<file path="src/design/port_gpio_pkg.sv">
/*
 * Shared constants for the three-pin port with alternate-function routing:
 * register indices, field positions, reset values and the serial route modes.
 * Assumes a 32-bit APB master whose byte address is four times the index.
 */
package port_gpio_pkg;

	localparam int          PIN_COUNT      = 3;
	localparam int          APB_ADDR_W     = 10;
	localparam int          APB_DATA_W     = 32;
	localparam int          REG_W          = 8;

	// register indices; byte address is index times four
	localparam logic [7:0]  IDX_PULLUP_DIR = 8'h20;
	localparam logic [7:0]  IDX_ALT_ROUTE  = 8'h21;
	localparam logic [7:0]  IDX_PIN_DATA   = 8'h22;

	// field positions
	localparam int          DIR_LSB        = 0;
	localparam int          PULLUP_LSB     = 4;
	localparam int          SER_MODE_LSB   = 0;
	localparam int          PWM_EN_BIT     = 2;
	localparam int          PWM_CS_BIT     = 3;
	localparam int          PWM_PIN        = 2;
	localparam int          RX_PIN         = 0;
	localparam int          TX_PIN         = 1;

	// writable bits and reset values
	localparam logic [7:0]  MASK_PULLUP_DIR = 8'h77;
	localparam logic [7:0]  MASK_ALT_ROUTE  = 8'h0F;
	localparam logic [7:0]  MASK_PIN_DATA   = 8'h07;
	localparam logic [7:0]  RST_PULLUP_DIR  = 8'h00;
	localparam logic [7:0]  RST_ALT_ROUTE   = 8'h00;
	localparam logic [7:0]  RST_PIN_DATA    = 8'h00;

	// idle level of serial lines that are cut off
	localparam logic        SER_IDLE        = 1'b1;
	localparam logic [31:0] RDATA_ZERO      = 32'h0000_0000;

	typedef enum logic [1:0] {
		SER_INTERNAL = 2'b00,
		SER_EXT_SCI  = 2'b01,
		SER_EXT_LIN  = 2'b10,
		SER_OBSERVE  = 2'b11
	} ser_mode_type;

endpackage : port_gpio_pkg

</file>
<file path="src/design/port_b_gpio_alt_mux.sv">
/*
 * Three-pin port: direction, pull-up and data registers behind an APB slave,
 * plus a fixed-priority mux handing pins to analog, timer, serial/LIN and PWM.
 * Assumes requesting modules and the bus share pclk; pin inputs pass a two-stage synchroniser.
 */
// The APB slave port was decided locally.
`timescale 1ns/10ps

module port_b_gpio_alt_mux
	import port_gpio_pkg::*;
(
	input  wire logic                                pclk,
	input  wire logic                                presetn,
	input  wire logic                                pclken,
	input  wire logic                                psel,
	input  wire logic                                penable,
	input  wire logic                                pwrite,
	input  wire logic [port_gpio_pkg::APB_ADDR_W-1:0] paddr,
	input  wire logic [port_gpio_pkg::APB_DATA_W-1:0] pwdata,
	output logic      [port_gpio_pkg::APB_DATA_W-1:0] prdata,
	output logic                                     pready,
	output logic                                     pslverr,
	input  wire logic [port_gpio_pkg::PIN_COUNT-1:0]  pin_in,
	output logic      [port_gpio_pkg::PIN_COUNT-1:0]  pin_out,
	output logic      [port_gpio_pkg::PIN_COUNT-1:0]  pin_oe,
	output logic      [port_gpio_pkg::PIN_COUNT-1:0]  pin_pullup,
	input  wire logic [port_gpio_pkg::PIN_COUNT-1:0]  analog_sel,
	input  wire logic [port_gpio_pkg::PIN_COUNT-1:0]  timer_sel,
	input  wire logic [port_gpio_pkg::PIN_COUNT-1:0]  timer_oe,
	input  wire logic [port_gpio_pkg::PIN_COUNT-1:0]  timer_out,
	output logic      [port_gpio_pkg::PIN_COUNT-1:0]  timer_in,
	input  wire logic                                pwm_ch0,
	input  wire logic                                pwm_ch1,
	input  wire logic                                sci_txd,
	output logic                                     sci_rxd,
	input  wire logic                                lin_rxd,
	output logic                                     lin_txd
);
	import port_gpio_pkg::*;

	function automatic logic reg_hit(input logic [APB_ADDR_W-1:0] addr,
		input logic [7:0] idx);
		reg_hit = (addr == {idx, 2'b00});
	endfunction : reg_hit

	logic [REG_W-1:0]     pullup_dir_q;
	logic [REG_W-1:0]     alt_route_q;
	logic [REG_W-1:0]     pin_data_q;
	logic [PIN_COUNT-1:0] pin_sync;

	// bus decode
	wire                  setup_phase  = psel & ~penable;
	wire                  access_done  = psel & penable & pready;
	wire                  wr_en        = access_done & pwrite;
	wire                  hit_pud      = reg_hit(paddr, IDX_PULLUP_DIR);
	wire                  hit_alt      = reg_hit(paddr, IDX_ALT_ROUTE);
	wire                  hit_data     = reg_hit(paddr, IDX_PIN_DATA);
	wire                  hit_any      = hit_pud | hit_alt | hit_data;

	// configuration fields
	wire [PIN_COUNT-1:0]  dir          = pullup_dir_q[DIR_LSB +: PIN_COUNT];
	wire [PIN_COUNT-1:0]  pup_en       = pullup_dir_q[PULLUP_LSB +: PIN_COUNT];
	wire                  pwm_route_en = alt_route_q[PWM_EN_BIT];
	wire                  pwm_chan_sel = alt_route_q[PWM_CS_BIT];
	ser_mode_type         ser_mode;
	assign ser_mode = ser_mode_type'(alt_route_q[SER_MODE_LSB +: 2]);

	// data read: output pins show the register, input pins the synced level
	wire [PIN_COUNT-1:0]  data_view    = (dir & pin_data_q[PIN_COUNT-1:0])
	                                   | (~dir & pin_sync);
	wire [REG_W-1:0]      rd_byte      = hit_pud  ? pullup_dir_q
	                                   : hit_alt  ? alt_route_q
	                                   : hit_data ? {{(REG_W-PIN_COUNT){1'b0}}, data_view}
	                                   : {REG_W{1'b0}};
	wire [APB_DATA_W-1:0] rd_word      = {{(APB_DATA_W-REG_W){1'b0}}, rd_byte};

	// serial routing per mode
	logic [1:0] ser_req;
	logic [1:0] ser_oe;
	logic [1:0] ser_out;
	logic       sci_rxd_d;
	logic       lin_txd_d;

	always_comb begin
		ser_req   = 2'b00;
		ser_oe    = 2'b00;
		ser_out   = {SER_IDLE, SER_IDLE};
		sci_rxd_d = SER_IDLE;
		lin_txd_d = SER_IDLE;
		case (ser_mode)
			SER_INTERNAL: begin
				// pins stay gpio
				sci_rxd_d = lin_rxd;
				lin_txd_d = sci_txd;
			end
			SER_EXT_SCI: begin
				ser_req           = 2'b11;
				sci_rxd_d         = pin_sync[RX_PIN];
				ser_oe[TX_PIN]    = 1'b1;
				ser_out[TX_PIN]   = sci_txd;
			end
			SER_EXT_LIN: begin
				ser_req           = 2'b11;
				ser_oe[RX_PIN]    = 1'b1;
				ser_out[RX_PIN]   = lin_rxd;
				lin_txd_d         = pin_sync[TX_PIN];
			end
			SER_OBSERVE: begin
				ser_req           = 2'b11;
				sci_rxd_d         = lin_rxd;
				lin_txd_d         = sci_txd;
				ser_oe            = 2'b11;
				ser_out[RX_PIN]   = lin_rxd;
				ser_out[TX_PIN]   = sci_txd;
			end
			default: begin
				ser_req = 2'b00;
			end
		endcase
	end

	// pwm routing onto pin two
	wire                  pwm_level    = pwm_chan_sel ? pwm_ch1 : pwm_ch0;
	wire [PIN_COUNT-1:0]  alt_req      = {pwm_route_en, ser_req};
	wire [PIN_COUNT-1:0]  alt_oe       = {1'b1, ser_oe};
	wire [PIN_COUNT-1:0]  alt_out      = {pwm_level, ser_out};

	// fixed priority: analog, then timer select lines, then the alt-route register bits claim the pins
	wire [PIN_COUNT-1:0]  analog_own   = analog_sel;
	wire [PIN_COUNT-1:0]  timer_own    = timer_sel & ~analog_sel;
	wire [PIN_COUNT-1:0]  alt_own      = alt_req & ~analog_sel & ~timer_sel;
	wire [PIN_COUNT-1:0]  gpio_own     = ~(analog_sel | timer_sel | alt_req);

	// analog owner leaves the driver off
	wire [PIN_COUNT-1:0]  pin_oe_d     = (gpio_own & dir)
	                                   | (timer_own & timer_oe)
	                                   | (alt_own & alt_oe);
	wire [PIN_COUNT-1:0]  pin_out_d    = (gpio_own & pin_data_q[PIN_COUNT-1:0])
	                                   | (timer_own & timer_out)
	                                   | (alt_own & alt_out);
	wire [PIN_COUNT-1:0]  pin_pullup_d = pup_en & ~pin_oe_d & ~analog_own;

	pin_sync #(
		.WIDTH (PIN_COUNT)
	) u_pin_sync (
		.pclk     (pclk),
		.presetn  (presetn),
		.pclken   (pclken),
		.async_in (pin_in),
		.sync_out (pin_sync)
	);
	// timer sees the synchronised pin, same stage as the data read
	assign timer_in = pin_sync;

	// apb slave: answers one cycle after setup, no wait states
	always_ff @(posedge pclk or negedge presetn) begin
		if (!presetn) begin
			pready  <= 1'b0;
			pslverr <= 1'b0;
			prdata  <= RDATA_ZERO;
		end else if (pclken) begin
			pready  <= setup_phase;
			pslverr <= setup_phase & ~hit_any;
			prdata  <= setup_phase ? rd_word : RDATA_ZERO;
		end
	end

	always_ff @(posedge pclk or negedge presetn) begin
		if (!presetn) begin
			pullup_dir_q <= RST_PULLUP_DIR;
			alt_route_q  <= RST_ALT_ROUTE;
			pin_data_q   <= RST_PIN_DATA;
		end else if (pclken && wr_en) begin
			if (hit_pud)
				pullup_dir_q <= pwdata[REG_W-1:0] & MASK_PULLUP_DIR;
			if (hit_alt)
				alt_route_q  <= pwdata[REG_W-1:0] & MASK_ALT_ROUTE;
			if (hit_data)
				pin_data_q   <= pwdata[REG_W-1:0] & MASK_PIN_DATA;
		end
	end

	// pins and internal serial lines are registered to keep glitches off pads
	always_ff @(posedge pclk or negedge presetn) begin
		if (!presetn) begin
			pin_out    <= '0;
			pin_oe     <= '0;
			pin_pullup <= '0;
			sci_rxd    <= SER_IDLE;
			lin_txd    <= SER_IDLE;
		end else if (pclken) begin
			pin_out    <= pin_out_d;
			pin_oe     <= pin_oe_d;
			pin_pullup <= pin_pullup_d;
			sci_rxd    <= sci_rxd_d;
			lin_txd    <= lin_txd_d;
		end
	end
endmodule : port_b_gpio_alt_mux

</file>
<file path="src/design/pin_sync.sv">
/*
 * Two-stage synchroniser for a group of pin inputs.
 * Assumes a single clock; the first stage feeds nothing but the second.
 */
`timescale 1ns/10ps
module pin_sync #(
	parameter int WIDTH = 3
) (
	input  wire logic             pclk,
	input  wire logic             presetn,
	input  wire logic             pclken,
	input  wire logic [WIDTH-1:0] async_in,
	output logic      [WIDTH-1:0] sync_out
);

	logic [WIDTH-1:0] meta_q;

	always_ff @(posedge pclk or negedge presetn) begin
		if (!presetn) begin
			meta_q   <= '0;
			sync_out <= '0;
		end else if (pclken) begin
			meta_q   <= async_in;
			sync_out <= meta_q;
		end
	end

endmodule : pin_sync

</file>
<file path="config.mk">
export PLATFORM = sky130hd
export DESIGN_NAME = port_b_gpio_alt_mux
export DESIGN_NICKNAME = d
export VERILOG_FILES = /design/src/design/port_gpio_pkg.sv /design/src/design/port_b_gpio_alt_mux.sv /design/src/design/pin_sync.sv
export SDC_FILE = /design/constraint.sdc
export NUM_CORES = 1
export LEC_CHECK = 0
export BUFFER_PORTS_ARGS = -buffer_cell sky130_fd_sc_hd__buf_4
export CAP_MARGIN = 20
export CORE_ASPECT_RATIO = 1.4
export CORE_MARGIN = 10
export CORE_UTILIZATION = 48
export DETAILED_ROUTE_END_ITERATION = 10
export GPL_TIMING_DRIVEN = 0
export PLACE_DENSITY = 0.85
export SYNTH_ARGS = -nofsm -noshare
export SYNTH_HDL_FRONTEND = slang
export SYNTH_SLANG_ARGS = --single-unit
</file>
<file path="constraint.sdc">
create_clock -name pclk -period 3.9 [get_ports pclk]
set_input_delay 0.78 -clock pclk [delete_from_list [all_inputs] [get_ports pclk]]
set_output_delay 0.78 -clock pclk [all_outputs]
set_load 0.005 [all_outputs]
</file>
==> metrics.md, run 1 <==
| Metric | Value |
|---|---|
| Outcome | finished clean |
| Clock Path Buffers | 2 |
| Initial antenna violation count | 0 |
| Vias in the first global route | 1,804 |
| Count of different cell masters after synthesis | 42 |
| Worst reg2reg path depth | 4 |
| PD cells | 301 nW/um2 |
| Total wire length | 5460 um |
| # nets final | 354 |
| Die ar. | 7550 um2 |
| Placer congestion estimate | 0.795 |
| Tcrit/Tclk final | 64.5% |
| CP Data Arrival Time | about 2.7 ns |
| Final Hold Viols | 0 |
| Critical Path RT | 4.07 ns |
| Post-synth top flop | dfrtp_1 |
| Share of post-route cells with drive strength above 1 | 44.5% |
| Most common cell after layout, fill and taps aside | buf_4 |
| Total clock sinks | 39 |
| Syn avg cell area | 11.5 um2 |
| Clock Latency Late Sink | 0.29 ns |
| Warnings from Yosys | 0 |
| RSZ-0062 raised after global routing | false |
| Antenna fix cells | 0 |
| Skew final | 0.00995 ns |
| Wirelength per Cell | 16.0 um |
| Setup TNS | 0 ns |
| Residual DRC | 0 |
| Remaining global-route overflow | 0 |
| Die H | 98.9 um |
| Post-route ant nets | 0 |
| Post-CTS Resized | 0 |
| IO buf count | 63 |
| Core area | 4270 um2 |
| Post-synth EDFFs | 0 |
| Crit path max fanout | 5 |
| Tmin final | 2.52 ns |
| Layout fillers | about 350 |
| Initial DRC Count | 85 |
| Horiz. Die Dim | 76.3 um |
| H-tree Lvls | 2 |
| Reg2reg setup slack | 2.16 ns |
| Cells after synthesis | 186 |
| CTS buffer count | 5 |
| PnR Total Power | 865 uW |
| Via/cell ratio | 4.93 |
| Hold_buf cts | 0 |
| Ports | 115 |
| Worst-path clk slew | 0.08 ns |
| Number of max-cap violations | 0 |
| Root Buffer | clkbuf_8 |
| Via Count | approximately 1,700 |
| Slew @ Worst Pin | between 0.6 and 0.7 ns |
| Final Util | 67.2% |
| Peak supply drop | 0.210 mV |
| Initial DRT Pass Iterations | 4 |
| Reg2reg start | pready |
| Most frequent cells in the layout | buf_4, dfrtp_1, conb_1 |
| Startpoint types | input port |
| Initial core utilization | about 50% |
| Setup violations, final | 0 |
| Sequential fraction of the synthesis area | 45.9% |
| Max Freq | 397 MHz |
| Synth Cell Area | 2130 um2 |
| Seq cells post-synth | 39 |
| # rows | 28 |
| GRT Total Usage | 14.2% |
| Placed cell count | 333 |
| Synth async-reset ratio | 100% |
| CP Class | input port to register |
| CTS tree | done |
| Hold crit path type | input port to async pin |
| Largest net degree at the start of global routing | 40 |
| Critical path endpoint category | register |
| Slew margin rel. | between 50% and 60% |
| Non-filler instance count after layout | 341 |
| Dpl hpwl | 4390 um |
| Post-CTS setup buffers | 0 |
| Max-slew violations | 0 |
| Area Growth Syn to Fin | 34.6% |
| P_leak | 0.00145 uW |
| First-pass GRT wire length | between 8000 and 9000 um |
| Worst r2r dst | pin_data_q[0] |
critical path, stage by stage:
cell,delay (ns)
buf_4,0.11
or4b_1,0.55
or2_2,0.36
nor4b_2,0.49
mux2_2,0.39
cell usage after synthesis (all sizes together) (2+ instances only):
library cell	count	area share, %
nor3	5	1.2
or2	3	0.88
a22o	3	1.2
nand2	4	0.70
inv	6	1.1
o21a	3	1.1
o211ai	3	1.1
nand3b	4	1.4
nor3b	2	0.70
nor2b	2	0.59
ha	7	4.1
dfstp	2	2.5
or4	3	1.5
dfrtp	37	43
clkbuf	4	0.70
a22oi	2	0.70
o21ai	5	1.2
o2bb2ai	4	1.6
buf	26	9.3
mux2	20	12
a221oi	2	0.82
a32o	3	1.4
a21oi	8	1.9
nor2	11	1.9
mux2i	4	1.9
sequential cells by signal (all words and copies together) (netlist names):
name	flops
pin_oe	3
prdata	7
pin_pullup	3
pin_out	3
pready	1
pslverr	1
alt_route_q	4
pin_data_q	3
u_pin_sync.sync_out	3
sci_rxd	1
lin_txd	1
u_pin_sync.meta_q	3
pullup_dir_q	6
area by class of cell:
type                            count  area, um2  area share, %
Multi-Input combinational cell    135       1010           35.1
Tap cell                           60       75.1           2.62
Sequential cell                    39        978           34.1
Buffer                             30        214           7.45
Inverter                            6       22.5          0.785
Timing Repair Buffer               63        473           16.5
Clock buffer                        8        100           3.49
worst max path at each step:
stage / startpoint / end / slack, ns / depth (start not counted)
finish: paddr[6] / pin_data_q[0] / 1.38 / 5
global route: paddr[6] / pin_data_q[0] / 1.34 / 5
CTS: paddr[6] / pin_data_q[0] / 1.39 / 5
detailed placement: paddr[6] / pin_data_q[1] / 1.10 / 5
global placement: paddr[6] / pin_data_q[2] / 1.13 / 5
floorplan: paddr[1] / pullup_dir_q[0] / 1.32 / 5
where the power goes:
part	internal, uW	switching (uW)	leakage, uW
clock network	161	137	0.0000515
registers	422	11.1	0.000514
logic	77.1	56.5	0.000880
kinds of logic (layout without fill, tap and decap cells):
group	after synthesis	after routing	share of synthesized area (%)
AOI/OAI and AO/OA	39	39	13.3
and+or+nand+nor	40	40	12.0
adders and majority gates	7	7	4.11
DFF	39	39	45.9
buffers and inverters	36	107	11.1
other	1	25	0.176
muxes	24	24	13.5
through the flow:
step | hold WS (ns) | setup WS (ns) | area, um2
2_1_floorplan | 0.474 | 1.32 | 2220
3_3_place_gp | 0.465 | 1.13 | 2770
3_5_place_dp | 0.469 | 1.10 | 2770
4_1_cts | 0.469 | 1.39 | 2870
5_1_grt | 0.489 | 1.34 | 2870
6_report | 0.457 | 1.38 | 2870
per-layer routing:
| layer | track usage [%] | share of wire [%] | wire (um) | vias up |
|---|---|---|---|---|
| met3 | 5.27 | 7.9 | 434 | 5 |
| met1 | 16.0 | 40 | 2180 | 796 |
| met2 | 24.3 | 51 | 2780 | 70 |
| met5 | 0 | 0 | 0 | - |
| li1 | - | - | - | 809 |
| met4 | 4.30 | 1.3 | 70 | 0 |
(Power assumes the default switching activity.)
==> inputs of run 2 (changes only) <==
ABC_AREA = 1   (was unset)
CORE_UTILIZATION = 41   (was 48)
PLACE_DENSITY = 0.76   (was 0.85)
clock period = 2.3 ns   (was 3.9 ns; I/O delays follow)
==> run 2 against run 1 <==
Compared with the run above:
- register-to-register slack got worse by 1.4 ns
- clock skew decreased by 0.0078 ns
- critical path depth increased by 1
- wire length increased by 12%
- die area increased by 18%
- largest power group unchanged
==> metrics.md, run 2 <==
| Metric | Value |
|---|---|
| Outcome | finished clean |
| Post-synth EDFFs | 0 (unchanged) |
| Tmin final | 1.50 ns |
| Post-synth top area cell | dfrtp_1 |
| Placed cell areas | 2920 um2 (+5.2%) |
| Count of different cell masters after synthesis | 27 (-36%) |
| Hold_buf cts | 0 (unchanged) |
| Critical Path RT | 2.47 ns (-1.60 ns) |
| Slew margin rel. | 62.0% (+3.7 points) |
| # rows | 31 (+11%) |
| # nets final | 448 (+27%) |
| Die ar. | 8930 um2 (+18%) |
| Final Hold Viols | 0 (unchanged) |
| Share of Yosys cell area claimed by the top area cell type | 40.9% (-2.5 points) |
| RSZ-0062 raised after global routing | false |
| Sequential fraction of the synthesis area | 43.3% (-2.6 points) |
| Synth area leaders | dfrtp_1, nand2_1, buf_4, nand3_1, inv_1 |
| Vias in the first global route | 2,137 (+18%) |
| PD cells | 477 nW/um2 (+58%) |
| Post-route ant nets | 0 (unchanged) |
| Ports | 115 (unchanged) |
| Skew final | 0.00220 ns (-0.00776 ns) |
| Total clock sinks | 39 (unchanged) |
| Biggest regs | prdata: 7 flops, pullup_dir_q: 6 flops, alt_route_q: 4 flops |
| Post-CTS setup buffers | 0 (unchanged) |
| Reg2reg start | alt_route_q[0] |
| Crit path max fanout | 6 (+1) |
| Wirelength per Cell | 13.9 um (-13%) |
| Peak supply drop | 0.263 mV (+25%) |
| CP Data Arrival Time | 1.67 ns (-1.02 ns) |
| Max Freq | about 670 MHz |
| Synth async-reset ratio | 100% (unchanged) |
| Warnings from Yosys | 0 (unchanged) |
| Clock Latency Late Sink | 0.29 ns (about the same) |
| Worst-path clk slew | 0.07 ns (about the same) |
| CP Class | register to register |
| Max-slew violations | 0 (unchanged) |
| Final Util | 56.8% (-10 points) |
| Via Count | 2,069 (+23%) |
| Initial antenna violation count | 0 (unchanged) |
| Root Buffer | clkbuf_8 |
| Most common cell after layout, fill and taps aside | buf_4 |
| Worst reg2reg path depth | 6 (+2) |
| First-pass GRT wire length | 9700 um (+9.4%) |
| Largest net degree at the start of global routing | 40 (unchanged) |
| IO buf count | 64 (+1.6%) |
| P_leak | 0.00162 uW (+12%) |
| Seq cells post-synth | 39 (unchanged) |
| H-tree Lvls | 2 (unchanged) |
| Number of max-cap violations | 0 (unchanged) |
| Max FFs per register | 7 (unchanged) |
| Tcrit/Tclk final | about two thirds |
| Initial core utilization | 42.9% (-7.0 points) |
| Post-CTS Resized | 0 (unchanged) |
| Remaining global-route overflow | 0 (unchanged) |
| Share of post-route cells with drive strength above 1 | 31.7% (-13 points) |
| Setup violations, final | 0 (unchanged) |
| Non-filler instance count after layout | 441 (+29%) |
| Die H | 108 um (+9.1%) |
| Top-count cell post-synth | nand2_1 |
| Total wire length | 6110 um (+12%) |
| Initial DRT Pass Iterations | 4 (unchanged) |
| Setup TNS | 0 ns (unchanged) |
| Area Growth Syn to Fin | 32.5% |
| CTS buffer count | 5 (unchanged) |
| Placer congestion estimate | 0.876 (+10%) |
| Post-synth top cells | nand2_1, dfrtp_1, inv_1, buf_4, nand3_1 |
| Initial DRC Count | 79 (-7.1%) |
| Horiz. Die Dim | 82.8 um (+8.5%) |
| Startpoint types | register |
| Cells after synthesis | 279 (+50%) |
| Critical path endpoint category | register |
| Final Instance Area | 3000 um2 (+4.4%) |
| Reg2reg setup slack | 0.80 ns (-1.36 ns) |
| Post-synth top flop | dfrtp_1 |
| Antenna fix cells | 0 (unchanged) |
| Slew @ Worst Pin | 0.570 ns (-0.0549 ns) |
| Residual DRC | 0 (unchanged) |
| Via/cell ratio | 4.69 (-4.8%) |
| Top reg by flops | prdata |
| CTS tree | done |
| Clock Path Buffers | 2 (unchanged) |
| Dpl hpwl | 5050 um (+15%) |
| Placed cell count | 433 (+30%) |
| Synth Cell Area | 2260 um2 (+6.1%) |
| Most frequent cells in the layout | buf_4, nand2_1, dfrtp_1 |
| Worst r2r dst | pin_pullup[0] |
| Core area | 5280 um2 (+23%) |
| Syn avg cell area | 8.11 um2 (-29%) |
| GRT Total Usage | 13.8% (-0.43 points) |
| Hold crit path type | input port to async pin |
[run 2: cell types whose count changed after synthesis, sizes merged, moves of 11 or more]
cell,previous run,this run
nand4,0,11
mux2,20,0
nand3,1,25
o21ai,5,18
inv,6,29
nor2,11,25
nand2,4,76
[run 2: cells by family (layout without fill, tap and decap cells)]
kind of cell               Yosys count  count (layout)  synth area share, %
DFF                                 39              39                 43.3
buffers and inverters               59             131                 14.4
other                                1              25                0.166
adders and majority gates            7               7                 3.87
and+or+nand+nor                    140             140                 29.0
AOI/OAI and AO/OA                   33              33                 9.35
[run 2: critical path, stage by stage (launching register included)]
cell and delay (ns):
dfrtp_1 0.45, inv_1 0.14, ha_1 0.24, nor3_1 0.22, o21ai_0 0.16, nand4_1 0.10, o21ai_0 0.07
[run 2: how the worst max path moves through the flow]
stage / slack [ns] / to / depth (start not counted) / startpoint
finish: 0.80 / pin_pullup[0] / 6 / alt_route_q[0]
global route: 0.52 / pin_pullup[0] / 6 / alt_route_q[0]
CTS: 0.79 / pin_pullup[0] / 6 / alt_route_q[0]
detailed placement: 0.75 / pullup_dir_q[2] / 8 / paddr[9]
global placement: 0.77 / pullup_dir_q[2] / 8 / paddr[5]
floorplan: 0.97 / pullup_dir_q[2] / 8 / paddr[7]
[run 2: final cells by class]
cell class | count | area [um2]
buffer | 30 | 216
clock buffer | 7 | 76.3
clock inverter | 1 | 5.00
fill | 511 | 2280
inverter | 29 | 109
multi-input combinational | 205 | 1050
sequential | 39 | 978
tap | 66 | 82.6
timing repair buffer | 64 | 480
[run 2: power breakdown]
part / switching [uW] / total (uW) / internal (uW)
combinational: 118 / 249 / 131
clock: 225 / 438 / 213
sequential: 23.4 / 743 / 720
[run 2: per-stage QoR]
stage | hold slack [ns] | total power (uW) | worst slack (ns)
floorplan | 0.164 | 861 | 0.970
global placement | 0.454 | 999 | 0.767
detailed placement | 0.459 | 1000 | 0.747
CTS | 0.145 | 1450 | 0.792
global route | 0.161 | 1510 | 0.522
finish | 0.129 | 1430 | 0.797
[run 2: layer usage]
metal	GRT usage, %	vias up	wire, um
met5	0	-	0
met4	5.28	0	131
met3	4.10	9	641
met2	24.2	84	3060
met1	14.7	927	2280
li1	-	1049	-
==> inputs of run 3 (changes only) <==
clock period = 1.24 ns   (was 2.3 ns; I/O delays follow)
==> run 3 against run 2 <==
Compared with the run above:
- the run now ends with setup timing left
- flip-flop and latch count is the same
- global-route usage fell by 0.39 points
- worst setup slack worse by 0.80 ns
- register-to-register slack lost 0.80 ns
- critical path depth unchanged
- die area unchanged
- count of clock-buffer cells in the layout did not move
- via count rose by 1.6%
- hold slack better by 0.028 ns
- utilization is 3.3 points higher
- wire length increased by 3.1%
==> metrics.md, run 3 (synthesized netlist as in run 2, its figures left out) <==
| Metric | Value |
|---|---|
| CP max-delay cell | dfrtp_1 |
| Via/cell ratio | 4.68 (-0.17%) |
| Max-slew violations | 0 (unchanged) |
| Placer congestion estimate | 0.870 (-0.73%) |
| CP Class | register to register |
| Biggest regs | prdata: 7 flops, pullup_dir_q: 6 flops, alt_route_q: 4 flops |
| GRT Total Usage | 13.4% (-0.39 points) |
| CP Data Arrival Time | 1.42 ns (-0.25 ns) |
| Top reg by flops | prdata |
| Post-route ant nets | 0 (unchanged) |
| Peak supply drop | 0.760 mV (+190%) |
| Total wire length | 6300 um (+3.1%) |
| Core area | 5280 um2 (unchanged) |
| Outcome | finished with violations |
| Area Growth Syn to Fin | 40.2% |
| Final Hold Viols | 0 (unchanged) |
| Logic gate share of total power | 17.7% (+0.3 points) |
| Final Util | 60.1% (+3.3 points) |
| Critical path endpoint category | register |
| Worst-path clk slew | 0.07 ns (about the same) |
| Vias in the first global route | 2,041 (-4.5%) |
| Critical Path RT | 1.41 ns (-1.06 ns) |
| PD cells | 844 nW/um2 (+77%) |
| Dpl hpwl | 4820 um (-4.5%) |
| CTS tree | done |
| Most frequent cells in the layout | buf_4, nand2_1, dfrtp_1 |
| Remaining global-route overflow | 0 (unchanged) |
| P_leak | 0.00167 uW (+3.5%) |
| Largest stage delay on the critical path | 0.36 ns (-0.09 ns) |
| Clk network pwr share | 30.9% (+0.3 points) |
| PnR Total Power | 2680 uW (+87%) |
| Startpoint types | register |
| Max Freq | 802 MHz (+21%) |
| Total clock sinks | 39 (unchanged) |
| Clock Latency Late Sink | 0.29 ns (about the same) |
| Horiz. Die Dim | 82.8 um (unchanged) |
| # nets final | 456 (+1.8%) |
| CTS buffer count | 5 (unchanged) |
| Largest net degree at the start of global routing | 40 (unchanged) |
| Initial DRT Pass Iterations | 4 (unchanged) |
| # rows | 31 (unchanged) |
| Root Buffer | clkbuf_8 |
| Placed cell areas | 2920 um2 (+0.17%) |
| Switching Share | 26.0% (+0.41 points) |
| Via Count | 2,103 (+1.6%) |
| Number of max-cap violations | 0 (unchanged) |
| Max FFs per register | 7 (unchanged) |
| Setup violations, final | 2 (+2) |
| Failing checks | setup timing |
| Ports | 115 (unchanged) |
| Initial antenna violation count | 0 (unchanged) |
| First-pass GRT wire length | 9440 um (-2.7%) |
| Seq pwr share | 51.4% (-0.6 points) |
| Crit path max-delay family | simple AND/OR/NAND/NOR gates |
| Residual DRC | 0 (unchanged) |
| Crit path max fanout | 5 (-1) |
| Net Sw Power | 697 uW (+90%) |
| Die H | 108 um (unchanged) |
| Final Worst Setup Slack | -0.00684 ns (-0.803 ns) |
| Share of post-route cells with drive strength above 1 | 36.3% (+4.6 points) |
| Wirelength per Cell | 14.0 um (+1.3%) |
| Slew @ Worst Pin | 0.545 ns (-0.0253 ns) |
| CP Cell Sequence | nand4_1 -> nor2_4 -> nand3_4 -> buf_12 -> nor2_4 -> a21oi_2 |
| Pint | 1980 uW (+86%) |
| Initial DRC Count | 111 (+41%) |
| RSZ-0062 raised after global routing | true |
| H-tree Lvls | 2 (unchanged) |
| Clock Path Buffers | 2 (unchanged) |
| Antenna fix cells | 0 (unchanged) |
| Tcrit/Tclk final | 101% (+35 points) |
| Layout fillers | 495 (-3.1%) |
| Worst path bufs/invs | 1 (unchanged) |
| Tmin final | 1.25 ns (-0.257 ns) |
| Die ar. | 8930 um2 (unchanged) |
| Slew margin rel. | 63.7% (+1.7 points) |
| IO buf count | 64 (unchanged) |
| Skew final | 0.00664 ns (+0.00444 ns) |
| Final Instance Area | 3170 um2 (+5.8%) |
| Most common cell after layout, fill and taps aside | buf_4 |
| Most used cell along the critical path | nor2_4 |
| Initial core utilization | 42.9% (unchanged) |
| Hold crit path type | input port to register |
| Hold slack | 0.156 ns (+0.0279 ns) |
==> run 3: path summary, 6_finish.rpt <==
check                                    endpoint          start  slack (ns)  depth (start not counted)
hold / removal                      pin_pullup[0]  analog_sel[0]        0.16                          2
setup / recovery                  pullup_dir_q[6]         pready      -0.007                          6
hold reg to reg                           lin_txd        lin_txd        0.47                          2
max in group asynchronous          alt_route_q[1]        presetn        0.40                          2
setup reg to reg                  pullup_dir_q[6]         pready      -0.007                          6
min in group asynchronous  u_pin_sync.sync_out[1]        presetn        0.47                          2
==> run 3: worst register-to-register path: stages, from the launching register on <==
cell	delay, ns
dfrtp_1	0.36
nand4_1	0.16
nor2_4	0.20
nand3_4	0.14
buf_12	0.17
nor2_4	0.08
a21oi_2	0.03
==> run 3: timing repair <==
item	in CTS	in global routing
buffers inserted	5	1
hold buffers	1	0
pin swaps	3	6
setup endpoints to repair	18	21
gates cloned	0	1
endpoints found under the hold margin	37	0
resized for setup	6	22
==> run 3: power by group through the flow <==
| stage | Combinational (uW) | Clock, uW | Sequential, uW |
|---|---|---|---|
| global route | 528 | 904 | 1380 |
| detailed placement | 458 | 0 | 1400 |
| global placement | 453 | 0 | 1400 |
| CTS | 469 | 846 | 1380 |
| floorplan | 200 | 0 | 1400 |
| finish | 475 | 826 | 1380 |
==> run 3: per-stage QoR <==
stage / setup slack (ns) / setup TNS (ns) / instances
floorplan: 0.0166 / 0 / 303
global placement: -0.123 / -1.07 / 433
detailed placement: -0.165 / -1.68 / 433
CTS: -0.0134 / -0.0319 / 447
global route: -0.0573 / -0.400 / 449
finish: -0.00684 / -0.0100 / 449
==> run 3: cell type report <==
| type | count | area [um2] | area share (%) |
|---|---|---|---|
| clock buffer | 7 | 76.3 | 2.41 |
| tap | 66 | 82.6 | 2.60 |
| multi-input combinational | 205 | 1130 | 35.6 |
| inverter | 29 | 111 | 3.51 |
| buffer | 30 | 225 | 7.10 |
| timing repair buffer | 72 | 561 | 17.7 |
| sequential | 39 | 981 | 30.9 |
| clock inverter | 1 | 5.00 | 0.158 |
==> run 3: layer usage <==
layer | routed length [um] | vias up | GRT usage [%]
li1 | - | 1066 | -
met1 | 2240 | 919 | 14.7
met2 | 3080 | 102 | 21.9
met3 | 741 | 16 | 4.52
met4 | 240 | 0 | 6.95
met5 | 0 | - | 0
